**src/uabd_defines.svh**
```systemverilog
// timing constants and reset values of the baud generator and auto-baud block
// assumes inclusion by every design module that needs them
`ifndef UABD_DEFINES_SVH
`define UABD_DEFINES_SVH
// =====================================================================
// clock
`define UABD_CLK_PERIOD_NS     25
// =====================================================================
// prescale divides for the measuring counter clock (oscillator cycles)
`define UABD_PRE_SLOW          512
`define UABD_PRE_MID           128
`define UABD_PRE_FAST          32
// the measurement runs at one eighth of the bit-clock, so the tick is /8
`define UABD_MEAS_DIV          8
// rising edges that close a measurement (start bit edge counts as first)
`define UABD_EDGE_LAST         3'h5
// =====================================================================
// reset values
`define UABD_DIV_RESET         16'h0000
`endif

```
**src/uabd_pkg.sv**
```systemverilog
// types shared by the auto-baud block and its helpers
// assumes the defines header is compiled alongside
package uabd_pkg;
   // =====================================================================
   // detector sequence, gray coded along idle, arm, count, with break as the fourth code
   typedef enum logic [1:0] {
      UABD_IDLE  = 2'b00,
      UABD_ARM   = 2'b01,
      UABD_COUNT = 2'b11,
      UABD_BREAK = 2'b10
   } uabd_state_t;
endpackage : uabd_pkg

```
**src/uabd_baudgen.sv**
```systemverilog
// baud generator: divisor reload counter giving x4, x16 or x64 ticks
// assumes divisor and selects are stable while running
`timescale 1ns/1ps
`include "uabd_defines.svh"
module uabd_baudgen
   import uabd_pkg::*;
(
   input  wire logic        clk,
   input  wire logic        rst,
   input  wire logic        ce,
   input  wire logic        run,
   input  wire logic        sync_mode,
   input  wire logic        wide,
   input  wire logic        fast,
   input  wire logic [15:0] divisor,
   output logic             bit_tick,
   output logic             sample_tick
);
   // =====================================================================
   // divisor counter and oversample stage
   logic [15:0] cnt;   // divisor down counter
   logic [5:0]  os;    // oversample counter
   logic [5:0]  os_max;// oversample terminal
   logic [15:0] dv;    // effective divisor
   always_comb begin
      if ((wide && fast) || (sync_mode && wide)) os_max = 6'h03;
      else if (fast || wide)                     os_max = 6'h0F;
      else                                       os_max = 6'h3F;
      dv = wide ? divisor : {8'h00, divisor[7:0]};
   end
   // four, sixteen or sixty-four ticks per bit
   always_ff @(posedge clk or posedge rst) begin
      if (rst) begin
         cnt         <= 16'h0000;
         os          <= 6'h00;
         sample_tick <= 1'b0;
         bit_tick    <= 1'b0;
      end else if (ce) begin
         sample_tick <= 1'b0;
         bit_tick    <= 1'b0;
         if (!run) begin
            cnt <= dv;
            os  <= 6'h00;
         end else if (cnt == 16'h0000) begin
            cnt         <= dv;
            sample_tick <= 1'b1;
            os          <= (os >= os_max) ? 6'h00 : os + 6'h01;
            bit_tick    <= (os >= os_max);
         end else begin
            cnt <= cnt - 16'h0001;
         end
      end
   end
endmodule : uabd_baudgen

```
**src/uabd_prescale.sv**
```systemverilog
// prescaler that turns the oscillator into measuring counter ticks
// assumes the enable input gates every state change
`timescale 1ns/1ps
`include "uabd_defines.svh"
module uabd_prescale
   import uabd_pkg::*;
(
   input  wire logic        clk,
   input  wire logic        rst,
   input  wire logic        ce,
   input  wire logic        wide,
   input  wire logic        fast,
   output logic             meas_tick
);
   // =====================================================================
   // free running divider
   logic [8:0] cnt;  // prescale counter
   logic [8:0] lim;  // terminal count
   always_comb begin
      if (wide && fast)       lim = 9'(`UABD_PRE_FAST - 1);
      else if (wide || fast)  lim = 9'(`UABD_PRE_MID - 1);
      else                    lim = 9'(`UABD_PRE_SLOW - 1);
   end
   // restart on wrap or on a shorter limit, so a mode change never stalls
   always_ff @(posedge clk or posedge rst) begin
      if (rst) begin
         cnt       <= 9'h000;
         meas_tick <= 1'b0;
      end else if (ce) begin
         meas_tick <= (cnt >= lim);
         cnt       <= (cnt >= lim) ? 9'h000 : cnt + 9'h001;
      end
   end
endmodule : uabd_prescale

```
**src/uabd_top.sv**
```systemverilog
// auto-baud detector with its baud generator for an asynchronous serial port
// assumes RX is synchronous to CORE_CLK and software obeys the tx ban
`timescale 1ns/1ps
`include "uabd_defines.svh"
module uabd_top
   import uabd_pkg::*;
(
   input  wire logic        CORE_CLK,
   input  wire logic        RST,
   input  wire logic        CLK_EN,
   input  wire logic        RX,
   input  wire logic        SYNC_MODE,
   input  wire logic        WIDE_DIVISOR_SELECT,
   input  wire logic        HIGH_SPEED_SELECT,
   input  wire logic        WAKE_ON_BREAK_ENABLE,
   input  wire logic        AUTO_BAUD_ENABLE_SET,
   input  wire logic        AUTO_BAUD_ENABLE_CLR,
   input  wire logic        OVERFLOW_FLAG_SET,
   input  wire logic        OVERFLOW_FLAG_CLR,
   input  wire logic        DIVISOR_WRITE,
   input  wire logic [15:0] DIVISOR_WDATA,
   input  wire logic        RECEIVE_DATA_READ,
   input  wire logic        RECEIVE_FRAME_DONE,
   input  wire logic        TRANSMIT_BUFFER_WRITE,
   output logic             AUTO_BAUD_ENABLE,
   output logic             AUTO_BAUD_OVERFLOW_FLAG,
   output logic [7:0]       BAUD_DIVISOR_LOW,
   output logic [7:0]       BAUD_DIVISOR_HIGH,
   output logic             RECEIVE_COMPLETE_FLAG,
   output logic             RECEIVER_HOLD_IDLE,
   output logic             TRANSMIT_BLOCKED,
   output logic             BIT_TICK,
   output logic             SAMPLE_TICK
);
   // =====================================================================
   // state
   uabd_state_t state;      // detector sequence
   logic        rx_q;       // previous receive level
   logic [2:0]  edges;      // rising edges seen
   logic [2:0]  sub;        // eighth-rate divider
   logic [15:0] div;        // generator register pair
   logic        meas_tick;  // prescaled counter clock
   logic        rise;       // rising edge of RX
   logic        fall;       // falling edge of RX
   logic        armed_ok;   // detection allowed now
   logic        step;       // counter increment this cycle

   assign rise = RX & ~rx_q;
   assign fall = ~RX & rx_q;
   // async only, break wait handles wake case
   assign armed_ok = ~SYNC_MODE & AUTO_BAUD_ENABLE;
   assign step = (state == UABD_COUNT) && meas_tick && (sub == 3'h7);
   assign BAUD_DIVISOR_LOW  = div[7:0];
   assign BAUD_DIVISOR_HIGH = div[15:8];
   assign RECEIVER_HOLD_IDLE = (state != UABD_IDLE);
   assign TRANSMIT_BLOCKED = AUTO_BAUD_ENABLE;

   // =====================================================================
   // helpers
   uabd_prescale u_pre (
      .clk       (CORE_CLK),
      .rst       (RST),
      .ce        (CLK_EN),
      .wide      (WIDE_DIVISOR_SELECT),
      .fast      (HIGH_SPEED_SELECT),
      .meas_tick (meas_tick)
   );
   // frame timing for the shared shifters
   uabd_baudgen u_gen (
      .clk         (CORE_CLK),
      .rst         (RST),
      .ce          (CLK_EN),
      .run         (~AUTO_BAUD_ENABLE & ~SYNC_MODE | SYNC_MODE),
      .sync_mode   (SYNC_MODE),
      .wide        (WIDE_DIVISOR_SELECT),
      .fast        (HIGH_SPEED_SELECT),
      .divisor     (div),
      .bit_tick    (BIT_TICK),
      .sample_tick (SAMPLE_TICK)
   );

   // =====================================================================
   // receive line history
   always_ff @(posedge CORE_CLK or posedge RST) begin
      if (RST)         rx_q <= 1'b1;
      else if (CLK_EN) rx_q <= RX;
   end

   // =====================================================================
   // detector sequence
   always_ff @(posedge CORE_CLK or posedge RST) begin
      if (RST) begin
         state <= UABD_IDLE;
         edges <= 3'h0;
      end else if (CLK_EN) begin
         unique case (state)
            UABD_IDLE: begin
               // wait out the break when wake is on
               if (armed_ok && WAKE_ON_BREAK_ENABLE) state <= UABD_BREAK;
               else if (armed_ok)                    state <= UABD_ARM;
            end
            UABD_BREAK: begin
               if (!armed_ok)  state <= UABD_IDLE;
               else if (rise)  state <= UABD_ARM;
            end
            UABD_ARM: begin
               edges <= 3'h0;
               // start bit, count from first rise
               if (!armed_ok)  state <= UABD_IDLE;
               else if (rise && !RX == 1'b0 && rx_q == 1'b0) begin
                  state <= UABD_COUNT;
                  edges <= 3'h1;
               end
            end
            UABD_COUNT: begin
               if (!armed_ok) begin
                  state <= UABD_IDLE;
               end else if (rise) begin
                  edges <= edges + 3'h1;
                  if (edges == `UABD_EDGE_LAST - 3'h1) state <= UABD_IDLE;
               end
            end
         endcase
      end
   end

   // =====================================================================
   // eighth-rate divider
   always_ff @(posedge CORE_CLK or posedge RST) begin
      if (RST)                                     sub <= 3'h0;
      else if (CLK_EN && state != UABD_COUNT)      sub <= 3'h0;
      else if (CLK_EN && meas_tick)                sub <= sub + 3'h1;
   end

   // =====================================================================
   // generator register pair, reused as measuring counter
   always_ff @(posedge CORE_CLK or posedge RST) begin
      if (RST) begin
         div <= `UABD_DIV_RESET;
      end else if (CLK_EN) begin
         if (state == UABD_IDLE && armed_ok) div <= 16'h0000;
         // full 16-bit count regardless of width
         else if (step)                      div <= div + 16'h0001;
         else if (DIVISOR_WRITE && !AUTO_BAUD_ENABLE) div <= DIVISOR_WDATA;
      end
   end

   // =====================================================================
   // enable bit: software sets, hardware clears at completion
   always_ff @(posedge CORE_CLK or posedge RST) begin
      if (RST) begin
         AUTO_BAUD_ENABLE <= 1'b0;
      end else if (CLK_EN) begin
         // hardware clears it only at the fifth edge, not on rollover
         if (state == UABD_COUNT && rise && edges == `UABD_EDGE_LAST - 3'h1)
            AUTO_BAUD_ENABLE <= 1'b0;
         else if (AUTO_BAUD_ENABLE_SET)
            AUTO_BAUD_ENABLE <= 1'b1;
         else if (AUTO_BAUD_ENABLE_CLR)
            AUTO_BAUD_ENABLE <= 1'b0;
      end
   end

   // =====================================================================
   // overflow flag, hardware set wins over software clear
   always_ff @(posedge CORE_CLK or posedge RST) begin
      if (RST) begin
         AUTO_BAUD_OVERFLOW_FLAG <= 1'b0;
      end else if (CLK_EN) begin
         if ((step && div == 16'hFFFF) || OVERFLOW_FLAG_SET)
            AUTO_BAUD_OVERFLOW_FLAG <= 1'b1;
         else if (OVERFLOW_FLAG_CLR)
            AUTO_BAUD_OVERFLOW_FLAG <= 1'b0;
      end
   end

   // =====================================================================
   // receive complete flag, shared with the normal receiver
   always_ff @(posedge CORE_CLK or posedge RST) begin
      if (RST) begin
         RECEIVE_COMPLETE_FLAG <= 1'b0;
      end else if (CLK_EN) begin
         // set at fifth edge; read clears, set wins
         if ((state == UABD_COUNT && rise && edges == `UABD_EDGE_LAST - 3'h1)
             || RECEIVE_FRAME_DONE)
            RECEIVE_COMPLETE_FLAG <= 1'b1;
         else if (RECEIVE_DATA_READ)
            RECEIVE_COMPLETE_FLAG <= 1'b0;
      end
   end

   // =====================================================================
   // checks
   // no parity logic exists; ninth bit handled outside
   chk_done_clears_en: assert property (@(posedge CORE_CLK) disable iff (RST)
      CLK_EN && state == UABD_COUNT && rise && edges == 3'h4
      |=> !AUTO_BAUD_ENABLE && RECEIVE_COMPLETE_FLAG)
      else $error("enable not cleared at fifth edge");
   chk_rollover_flag: assert property (@(posedge CORE_CLK) disable iff (RST)
      CLK_EN && step && div == 16'hFFFF |=> AUTO_BAUD_OVERFLOW_FLAG && div == 16'h0000)
      else $error("rollover not trapped");
   chk_rollover_stays: assert property (@(posedge CORE_CLK) disable iff (RST)
      CLK_EN && step && div == 16'hFFFF && !rise && !AUTO_BAUD_ENABLE_CLR
      |=> AUTO_BAUD_ENABLE && state == UABD_COUNT)
      else $error("detection left on rollover");
   chk_arm_clears: assert property (@(posedge CORE_CLK) disable iff (RST)
      CLK_EN && state == UABD_IDLE && armed_ok |=> div == 16'h0000)
      else $error("counter not cleared on enable");
   chk_sync_blocks: assert property (@(posedge CORE_CLK) disable iff (RST)
      SYNC_MODE && state == UABD_IDLE |=> state == UABD_IDLE)
      else $error("detection started in sync mode");
   chk_count_step: assert property (@(posedge CORE_CLK) disable iff (RST)
      CLK_EN && state != UABD_COUNT && !DIVISOR_WRITE && !(state == UABD_IDLE)
      |=> $stable(div))
      else $error("counter moved outside measurement");
   chk_read_clears: assert property (@(posedge CORE_CLK) disable iff (RST)
      CLK_EN && RECEIVE_DATA_READ && !RECEIVE_FRAME_DONE && state != UABD_COUNT
      |=> !RECEIVE_COMPLETE_FLAG)
      else $error("read did not clear flag");
   chk_hold_idle: assert property (@(posedge CORE_CLK) disable iff (RST)
      state == UABD_COUNT |-> RECEIVER_HOLD_IDLE && TRANSMIT_BLOCKED)
      else $error("receiver not held");
   cov_measure: cover property (@(posedge CORE_CLK) disable iff (RST)
      state == UABD_COUNT ##1 state == UABD_IDLE);
   cov_overflow: cover property (@(posedge CORE_CLK) disable iff (RST)
      $rose(AUTO_BAUD_OVERFLOW_FLAG));
   cov_break: cover property (@(posedge CORE_CLK) disable iff (RST)
      state == UABD_BREAK ##1 state == UABD_ARM);
endmodule : uabd_top
```
**config.mk**
```make
export PLATFORM = sky130hd
export DESIGN_NAME = uabd_top
export DESIGN_NICKNAME = d
export VERILOG_FILES = /design/src/uabd_pkg.sv /design/src/uabd_baudgen.sv /design/src/uabd_prescale.sv /design/src/uabd_top.sv
export VERILOG_INCLUDE_DIRS = /design/src /design/src/src
export SDC_FILE = /design/constraint.sdc
export NUM_CORES = 1
export LEC_CHECK = 0
export ABC_AREA = 1
export BUFFER_PORTS_ARGS = -buffer_cell sky130_fd_sc_hd__buf_2
export CAP_MARGIN = 0
export CORE_MARGIN = 4
export CORE_UTILIZATION = 55
export DETAILED_ROUTE_END_ITERATION = 12
export GPL_ROUTABILITY_DRIVEN = 0
export PLACE_DENSITY = 0.85
export SETUP_SLACK_MARGIN = 0.1
export SLEW_MARGIN = 5
export SYNTH_ARGS = -nofsm -noshare
export SYNTH_HDL_FRONTEND = slang
export SYNTH_SLANG_ARGS = --single-unit
```
**constraint.sdc**
```tcl
create_clock -name CORE_CLK -period 2.1 [get_ports CORE_CLK]
set_input_delay 0.42 -clock CORE_CLK [delete_from_list [all_inputs] [get_ports CORE_CLK]]
set_output_delay 0.42 -clock CORE_CLK [all_outputs]
set_load 0.05 [all_outputs]
```
* Word-level counts from Yosys, hierarchy flattened *
Cells that the tools add are included.

operators by class
  shift-type cells = 0
  muxes and demuxes = 42
  reductions and logical operators = 35
  bitwise operators = 7
  add/subtract/negate cells = 6
  multipliers = 0
  equal/unequal tests = 15
  div/mod/pow operators = 0
  $lt $le $gt $ge = 2

operators by type and width
  kind                   count
  $mux 16                6
  $mux 6                 5
  $mux 9                 3
  $mux 2                 9
  $add 16x1->16 const B  1
  $eq 16x16->1 const B   1
  $logic_not 16->1       1
  $sub 16x1->16 const B  1
  $ne 3x3->1 const B     5
  $logic_and 1x1->1      14
  $mux 1                 13
  $mux 3                 4
  $reduce_and 2->1       5
  $reduce_bool 2->1      5
  $add 9x1->9 const B    1
  $ge 9x9->1             1
  $ne 2x2->1 const B     4
  $pmux 2 s4             1
  $add 3x1->3 const B    2
  $add 6x1->6 const B    1
  $eq 3x3->1 const B     2
  $ge 6x6->1             1
  $pmux 3 s2             1
  $reduce_and 6->1       1
  other kinds (10)       19

word-level totals
  register bits = 62
  word-level logic and storage cells = 121
  latch bits = 0
  output and inout port bits = 23
  input bits = 32
  memories = 0
  ROM bits = 0
  RAM bits = 0

* Logic depth before layout (Yosys ltp) *
  depth in word-level cells = 7
  depth in mapped cells = 11

* Hierarchy *
From an unflattened synthesis, not the netlist that was laid out.

unflattened totals
  cell total of the unflattened synthesis = 618
  area total of the unflattened synthesis = 4345.4 µm²

modules (own cells, without submodules)
  module         cells each  seq. area each (µm²)  instances  area an instance (µm²)
  uabd_top       296         701.9                 1          1959.4
  uabd_baudgen   240         600.6                 1          1751.7
  uabd_prescale  82          250.2                 1          634.4

* Worst setup path after synthesis *
Ideal clock, no wire load.

  path kind = input port to flip-flop
  from = input port WIDE_DIVISOR_SELECT
  to = register u_gen.os[1]
  arrival time = 1.744 ns
  setup slack = 0.292 ns
  required time = 2.035 ns
  library setup time = 0.065 ns
  stages = 11
  path buffers = 1
  path through = clkbuf_1 inv_1 a21oi_1 ha_1 nand2_1 inv_1 o21ai_0 nand3_1 inv_1 nand3_1 nand2_1

between the ends
  longest elaborated chain between the ends = 7

RTL lines
  element                                                       RTL line                                RTL
  start, declared                                               uabd_top.sv:13                          input wire logic WIDE_DIVISOR_SELECT,
  $logic_or 1x1->1 / $logic_and 1x1->1 (equally long branches)  uabd_baudgen.sv:27, uabd_baudgen.sv:26
  $mux 6 / $logic_or 1x1->1 (equally long branches)             uabd_baudgen.sv:27, uabd_baudgen.sv:26
  $mux 6 (*)                                                    uabd_baudgen.sv:26                      if ((wide && fast) || (sync_mode && wide)) os_max = 6'h03;
  $ge 6x6->1 (*)                                                uabd_baudgen.sv:47                      os <= (os >= os_max) ? 6'h00 : os + 6'h01;
  $mux 6 (*)                                                    uabd_baudgen.sv:47
  $mux 6 (*)                                                    uabd_baudgen.sv:44                      end else if (cnt == 16'h0000) begin
  $mux 6 (*)                                                    uabd_baudgen.sv:41                      if (!run) begin
  end signal, assigned                                          uabd_baudgen.sv:47
  end, declared                                                 uabd_baudgen.sv:22                      logic [5:0] os;

Every way passes the cells marked *; elsewhere a longest branch is shown, timed or not. The select of a mux whose other input is x is not followed.
A chain may end at the register's enable or synchronous reset.

* Worst setup path in the final report *
  from = register sub[0]
  to = register div[2]

between the ends
  longest elaborated chain between the ends = 4

RTL lines
  element                                                               RTL line         RTL
  start, declared                                                       uabd_top.sv:40   logic [2:0] sub;
  start signal, assigned                                                uabd_top.sv:132  else if (CLK_EN && meas_tick) sub <= sub + 3'h1;
  $eq 3x3->1 (*)                                                        uabd_top.sv:52   assign step = (state == UABD_COUNT) && meas_tick && (sub == 3'h7);
  $logic_and 1x1->1 (*)                                                 uabd_top.sv:52
  $reduce_bool 3->1 (no source line) / $mux 16 (equally long branches)  -
  $reduce_and 2->1 (no source line) / $mux 16 (equally long branches)   -
  end signal, assigned                                                  uabd_top.sv:139  div <= `UABD_DIV_RESET;
  end signal, assigned                                                  uabd_top.sv:143  else if (step) div <= div + 16'h0001;
  end, declared                                                         uabd_top.sv:41   logic [15:0] div;

Every way passes the cells marked *; elsewhere a longest branch is shown, timed or not.

==> flow_metrics.py <==
metrics = {
    "run_status": {
        "run_status": "finished, violations left",
        "violations": "hold timing",
    },
    "global_route": {
        "pin_count_of_the_biggest_net_entering_global_routing": 25,
        "first_global_vias": 4183,
        "grt_resource_usage_total_pct": 25.1,
        "grt_overflow_total": 0,
        "grt_antenna_before_repair": 0,
        "grt_pass1_wl_um": 18400,
    },
    "synthesis": {
        "synthesis.instances": 613,
        "synth-xor-area-share_pct": 2.66,
        "syn-cell-area_um2": 4270,
        "synth-simple-area-share_pct": 40.0,
        "synth.mux.area_fraction_pct": 0.234,
        "synthesized_area_fraction_occupied_by_ao_oa_aoi_and_oai_cells_pct": 8.14,
        "synth_cell_types": 38,
        "yosys_warnings": 0,
        "synth_top_family_by_area": "simple AND/OR/NAND/NOR gates",
        "ys_ff_latch": 62,
        "synthesized_area_per_cell_um2": 6.97,
        "synth-seq-area-share_pct": 36.3,
        "mappedNetlistNets": 662,
        "yosys.area_share.adder_pct": 4.98,
    },
    "cells_and_area": {
        "area_growth_syn_to_layout_pct": 14.3,
        "fraction_of_final_layout_cells_with_drive_strength_greater_than_1_pct": 17.0,
        "num_antenna_cells": 0,
        "number_of_nets_in_the_finished_design": 720,
        "postLayoutCellArea_um2": 4890,
    },
    "detailed_routing": {
        "wl_met2_um": 5280,
        "drt_first_iter_violations": 364,
        "totalWireLength_um": 10800,
        "m1WireLength_um": 4620,
        "topRoutingLayerUsed": "met4",
        "met3RoutedLength_um": 699,
        "post_drt_via_cell_ratio": 5.48,
        "num_vias": 4246,
        "post-route-drc-count": 0,
        "wl_per_cell_um": 14.0,
        "detail-route-antenna-nets": 0,
        "drt_pre_antenna_iters": 5,
    },
    "die": {
        "core_area_um2": 7410,
        "initial_utilization_pct": 57.7,
        "io_pins": 55,
        "num_rows": 31,
        "floorplan.die_area_um2": 9250,
        "floorplan.die.height_um": 96.2,
        "die_w_um": 96.2,
    },
    "worst_setup_path": {
        "critPathKind": "reg -> reg",
        "timing.critical_path.to_type": "register",
        "critical_path.reg2reg.startpoint": "sub[0]",
        "worst-endpoint-arrival_ns": 2.07,
        "worstSetupStartpoint": "sub[0]",
        "startpoint_type": "register",
        "worstPathMaxFanout": 15,
        "worst_ep_required_time_ns": 2.36,
    },
    "sta": {
        "min_period_ns": 1.81,
        "worst_slack_ns": 0.294,
        "tightest_slew_ns": 0.398,
        "final.setup.tns_ns": 0,
        "setup_viol_count_final": 0,
        "final.hold.worst_slack_ns": -0.00198,
        "maxSlewHeadroom_pct": 73.2,
        "post-route-period-util_pct": 86.0,
        "grt_setup_unrepaired": "no",
        "report.final.slew_viol_count": 0,
        "fmaxAchievable_mhz": 554,
        "report.final.hold_viol_count": 3,
        "clock_skew_ns": 0.0119,
    },
    "placed_design": {
        "place.detailed.hpwl_um": 7910,
        "pre_cts_ws_ns": 0.107,
        "placed_cell_area_um2": 4640,
        "port-buffer-count": 53,
    },
    "power": {
        "net-switching-power_w": 0.00275,
        "share_seq_of_total_power_pct": 35.5,
        "pwr-share-comb_pct": 41.8,
        "clockPowerShare_pct": 22.7,
        "ir_worst_vdd_uv": 943,
        "p_leak_nw": 2.53,
        "switching_share_pct": 47.1,
        "pwr_density_cell_nw_per_um2": 1200,
        "p_int_w": 0.00309,
    },
    "clocking": {
        "cts_tree": "done",
        "clock_tree.root_cell": "sky130_fd_sc_hd__clkbuf_8",
        "path_clk_slew_ns": 0.07,
        "cts.sinks": 62,
        "count_of_instances_resized_after_the_clock_tree_is_built": 0,
        "clockBufferDepth": 2,
        "cts_buffers": 9,
        "cts_hold_buffers": 0,
        "clock_tree.htree_level_count": 3,
        "post_cts.repair.setup_buffers": 0,
        "clock_network_latency_to_the_later_pin_of_the_worst_skew_pair_ns": 0.35,
    },
    "flow_run": {
        "drv_cap": 0,
    },
    "worst_hold_path": {
        "worst_hold_path_type": "in -> async",
    },
}
cell families (layout without fill, tap and decap cells):
family	count (synthesis)	count (layout)
XOR/XNOR	13	13
AND/OR/NAND/NOR	375	375
buffers and inverters	80	143
AO/OA/AOI/OAI	65	65
adder cells (fa/ha/maj)	17	17
multiplexers	1	1
flip-flops	62	62
per-stage QoR:
step	util, %	cells	power [W]
3_5_place_dp	62.6	759	0.00447
2_1_floorplan	-	613	0.00385
6_report	66.0	775	0.00585
3_3_place_gp	62.6	759	0.00438
5_1_grt	66.0	775	0.00621
4_1_cts	65.9	775	0.00582
cell usage after synthesis:
master                     number  area, um2
sky130_fd_sc_hd__nand2_1      198        743
sky130_fd_sc_hd__inv_1         63        236
sky130_fd_sc_hd__nor2_1        63        236
sky130_fd_sc_hd__dfrtp_1       61       1530
sky130_fd_sc_hd__nand3_1       56        280
sky130_fd_sc_hd__o21ai_0       29        145
sky130_fd_sc_hd__a21oi_1       19       95.1
sky130_fd_sc_hd__ha_1          17        213
sky130_fd_sc_hd__nand4_1       12       75.1
sky130_fd_sc_hd__nor2_2         9       56.3
sky130_fd_sc_hd__xor2_1         9       78.8
sky130_fd_sc_hd__nand2_2        7       43.8
sky130_fd_sc_hd__o21ai_1        7       35.0
sky130_fd_sc_hd__inv_2          5       18.8
sky130_fd_sc_hd__nand3b_1       5       37.5
sky130_fd_sc_hd__buf_2          4       20.0
sky130_fd_sc_hd__clkbuf_1       4       15.0
sky130_fd_sc_hd__nor2_4         4       45.0
sky130_fd_sc_hd__nor3_1         4       20.0
sky130_fd_sc_hd__o22ai_1        4       25.0
sky130_fd_sc_hd__or2_2          4       25.0
sky130_fd_sc_hd__xnor2_1        4       35.0
sky130_fd_sc_hd__nand2_4        3       33.8
sky130_fd_sc_hd__o21ai_2        3       26.3
sky130_fd_sc_hd__or2_1          3       18.8
sky130_fd_sc_hd__buf_4          2       15.0
sky130_fd_sc_hd__buf_6          2       22.5
sky130_fd_sc_hd__nand3_2        2       20.0
sky130_fd_sc_hd__a31oi_1        1       6.26
sky130_fd_sc_hd__and2_0         1       6.26
sky130_fd_sc_hd__and2_1         1       6.26
sky130_fd_sc_hd__dfstp_2        1       26.3
sky130_fd_sc_hd__mux2i_1        1       10.0
sky130_fd_sc_hd__nand2_8        1       20.0
sky130_fd_sc_hd__nand4_4        1       21.3
sky130_fd_sc_hd__nor2_8         1       20.0
sky130_fd_sc_hd__o211ai_1       1       7.51
sky130_fd_sc_hd__o31ai_1        1       7.51
cell type report:
type | instances | area [um2]
fillers | 623 | 2520
flip-flops and latches | 62 | 1550
inverters | 68 | 258
clock buffers | 13 | 159
multi-input cells | 471 | 2390
clock inverters | 3 | 90.1
well taps | 99 | 124
repair buffers | 59 | 310
critical path, cell delays in order, from the launching register on:
cell                      delay [ns]
sky130_fd_sc_hd__dfrtp_1        0.40
sky130_fd_sc_hd__ha_1           0.21
sky130_fd_sc_hd__ha_1           0.21
sky130_fd_sc_hd__nand4_4        0.23
sky130_fd_sc_hd__nand3_2        0.16
sky130_fd_sc_hd__nand2_4        0.20
sky130_fd_sc_hd__inv_2          0.13
sky130_fd_sc_hd__o22ai_1        0.18
layout by cell type (no fill, tap or decap), types with 11 or more instances in the layout:
master,synthesis,final
sky130_fd_sc_hd__a21oi_1,19,19
sky130_fd_sc_hd__buf_2,4,53
sky130_fd_sc_hd__clkbuf_8,0,11
sky130_fd_sc_hd__dfrtp_1,61,61
sky130_fd_sc_hd__ha_1,17,17
sky130_fd_sc_hd__inv_1,63,62
sky130_fd_sc_hd__nand2_1,198,198
sky130_fd_sc_hd__nand3_1,56,56
sky130_fd_sc_hd__nand4_1,12,12
sky130_fd_sc_hd__nor2_1,63,63
sky130_fd_sc_hd__o21ai_0,29,29
sequential cells by signal, summed over array words and instances, names as in the netlist:
| signal | cells |
|---|---|
| RECEIVE_COMPLETE_FLAG | 1 |
| u_pre.cnt | 9 |
| edges | 3 |
| u_gen.cnt | 16 |
| div | 16 |
| u_gen.sample_tick | 1 |
| u_pre.meas_tick | 1 |
| u_gen.os | 6 |
| AUTO_BAUD_ENABLE | 1 |
| rx_q | 1 |
| state | 2 |
| AUTO_BAUD_OVERFLOW_FLAG | 1 |
| sub | 3 |
| u_gen.bit_tick | 1 |
power by group through the flow:
stage / Combinational [W] / Sequential [W] / Clock (W)
global route: 0.00270 / 0.00213 / 0.00138
global placement: 0.00233 / 0.00205 / 0
CTS: 0.00243 / 0.00205 / 0.00133
detailed placement: 0.00241 / 0.00206 / 0
finish: 0.00244 / 0.00208 / 0.00132
floorplan: 0.00133 / 0.00251 / 0
routing by layer:
| layer | vias up | track usage (%) |
|---|---|---|
| met2 | 171 | 41.6 |
| met4 | 0 | 10.1 |
| met1 | 1975 | 31.3 |
| met5 | - | 0 |
| met3 | 25 | 6.33 |
| li1 | 2075 | - |
final timing paths:
| check | to | slack, ns | cells past startpoint |
|---|---|---|---|
| worst max-delay path | div[2] | 0.29 | 7 |
| worst min-delay path | u_pre.cnt[0] | -0.002 | 2 |
| worst max register to register | div[2] | 0.29 | 7 |
| worst min register to register | u_gen.bit_tick | 0.49 | 2 |
| max in group asynchronous | div[12] | 1.53 | 3 |
| min in group CORE_CLK | rx_q | 0.32 | 3 |
Note: power is estimated with default switching activity, not from simulation.
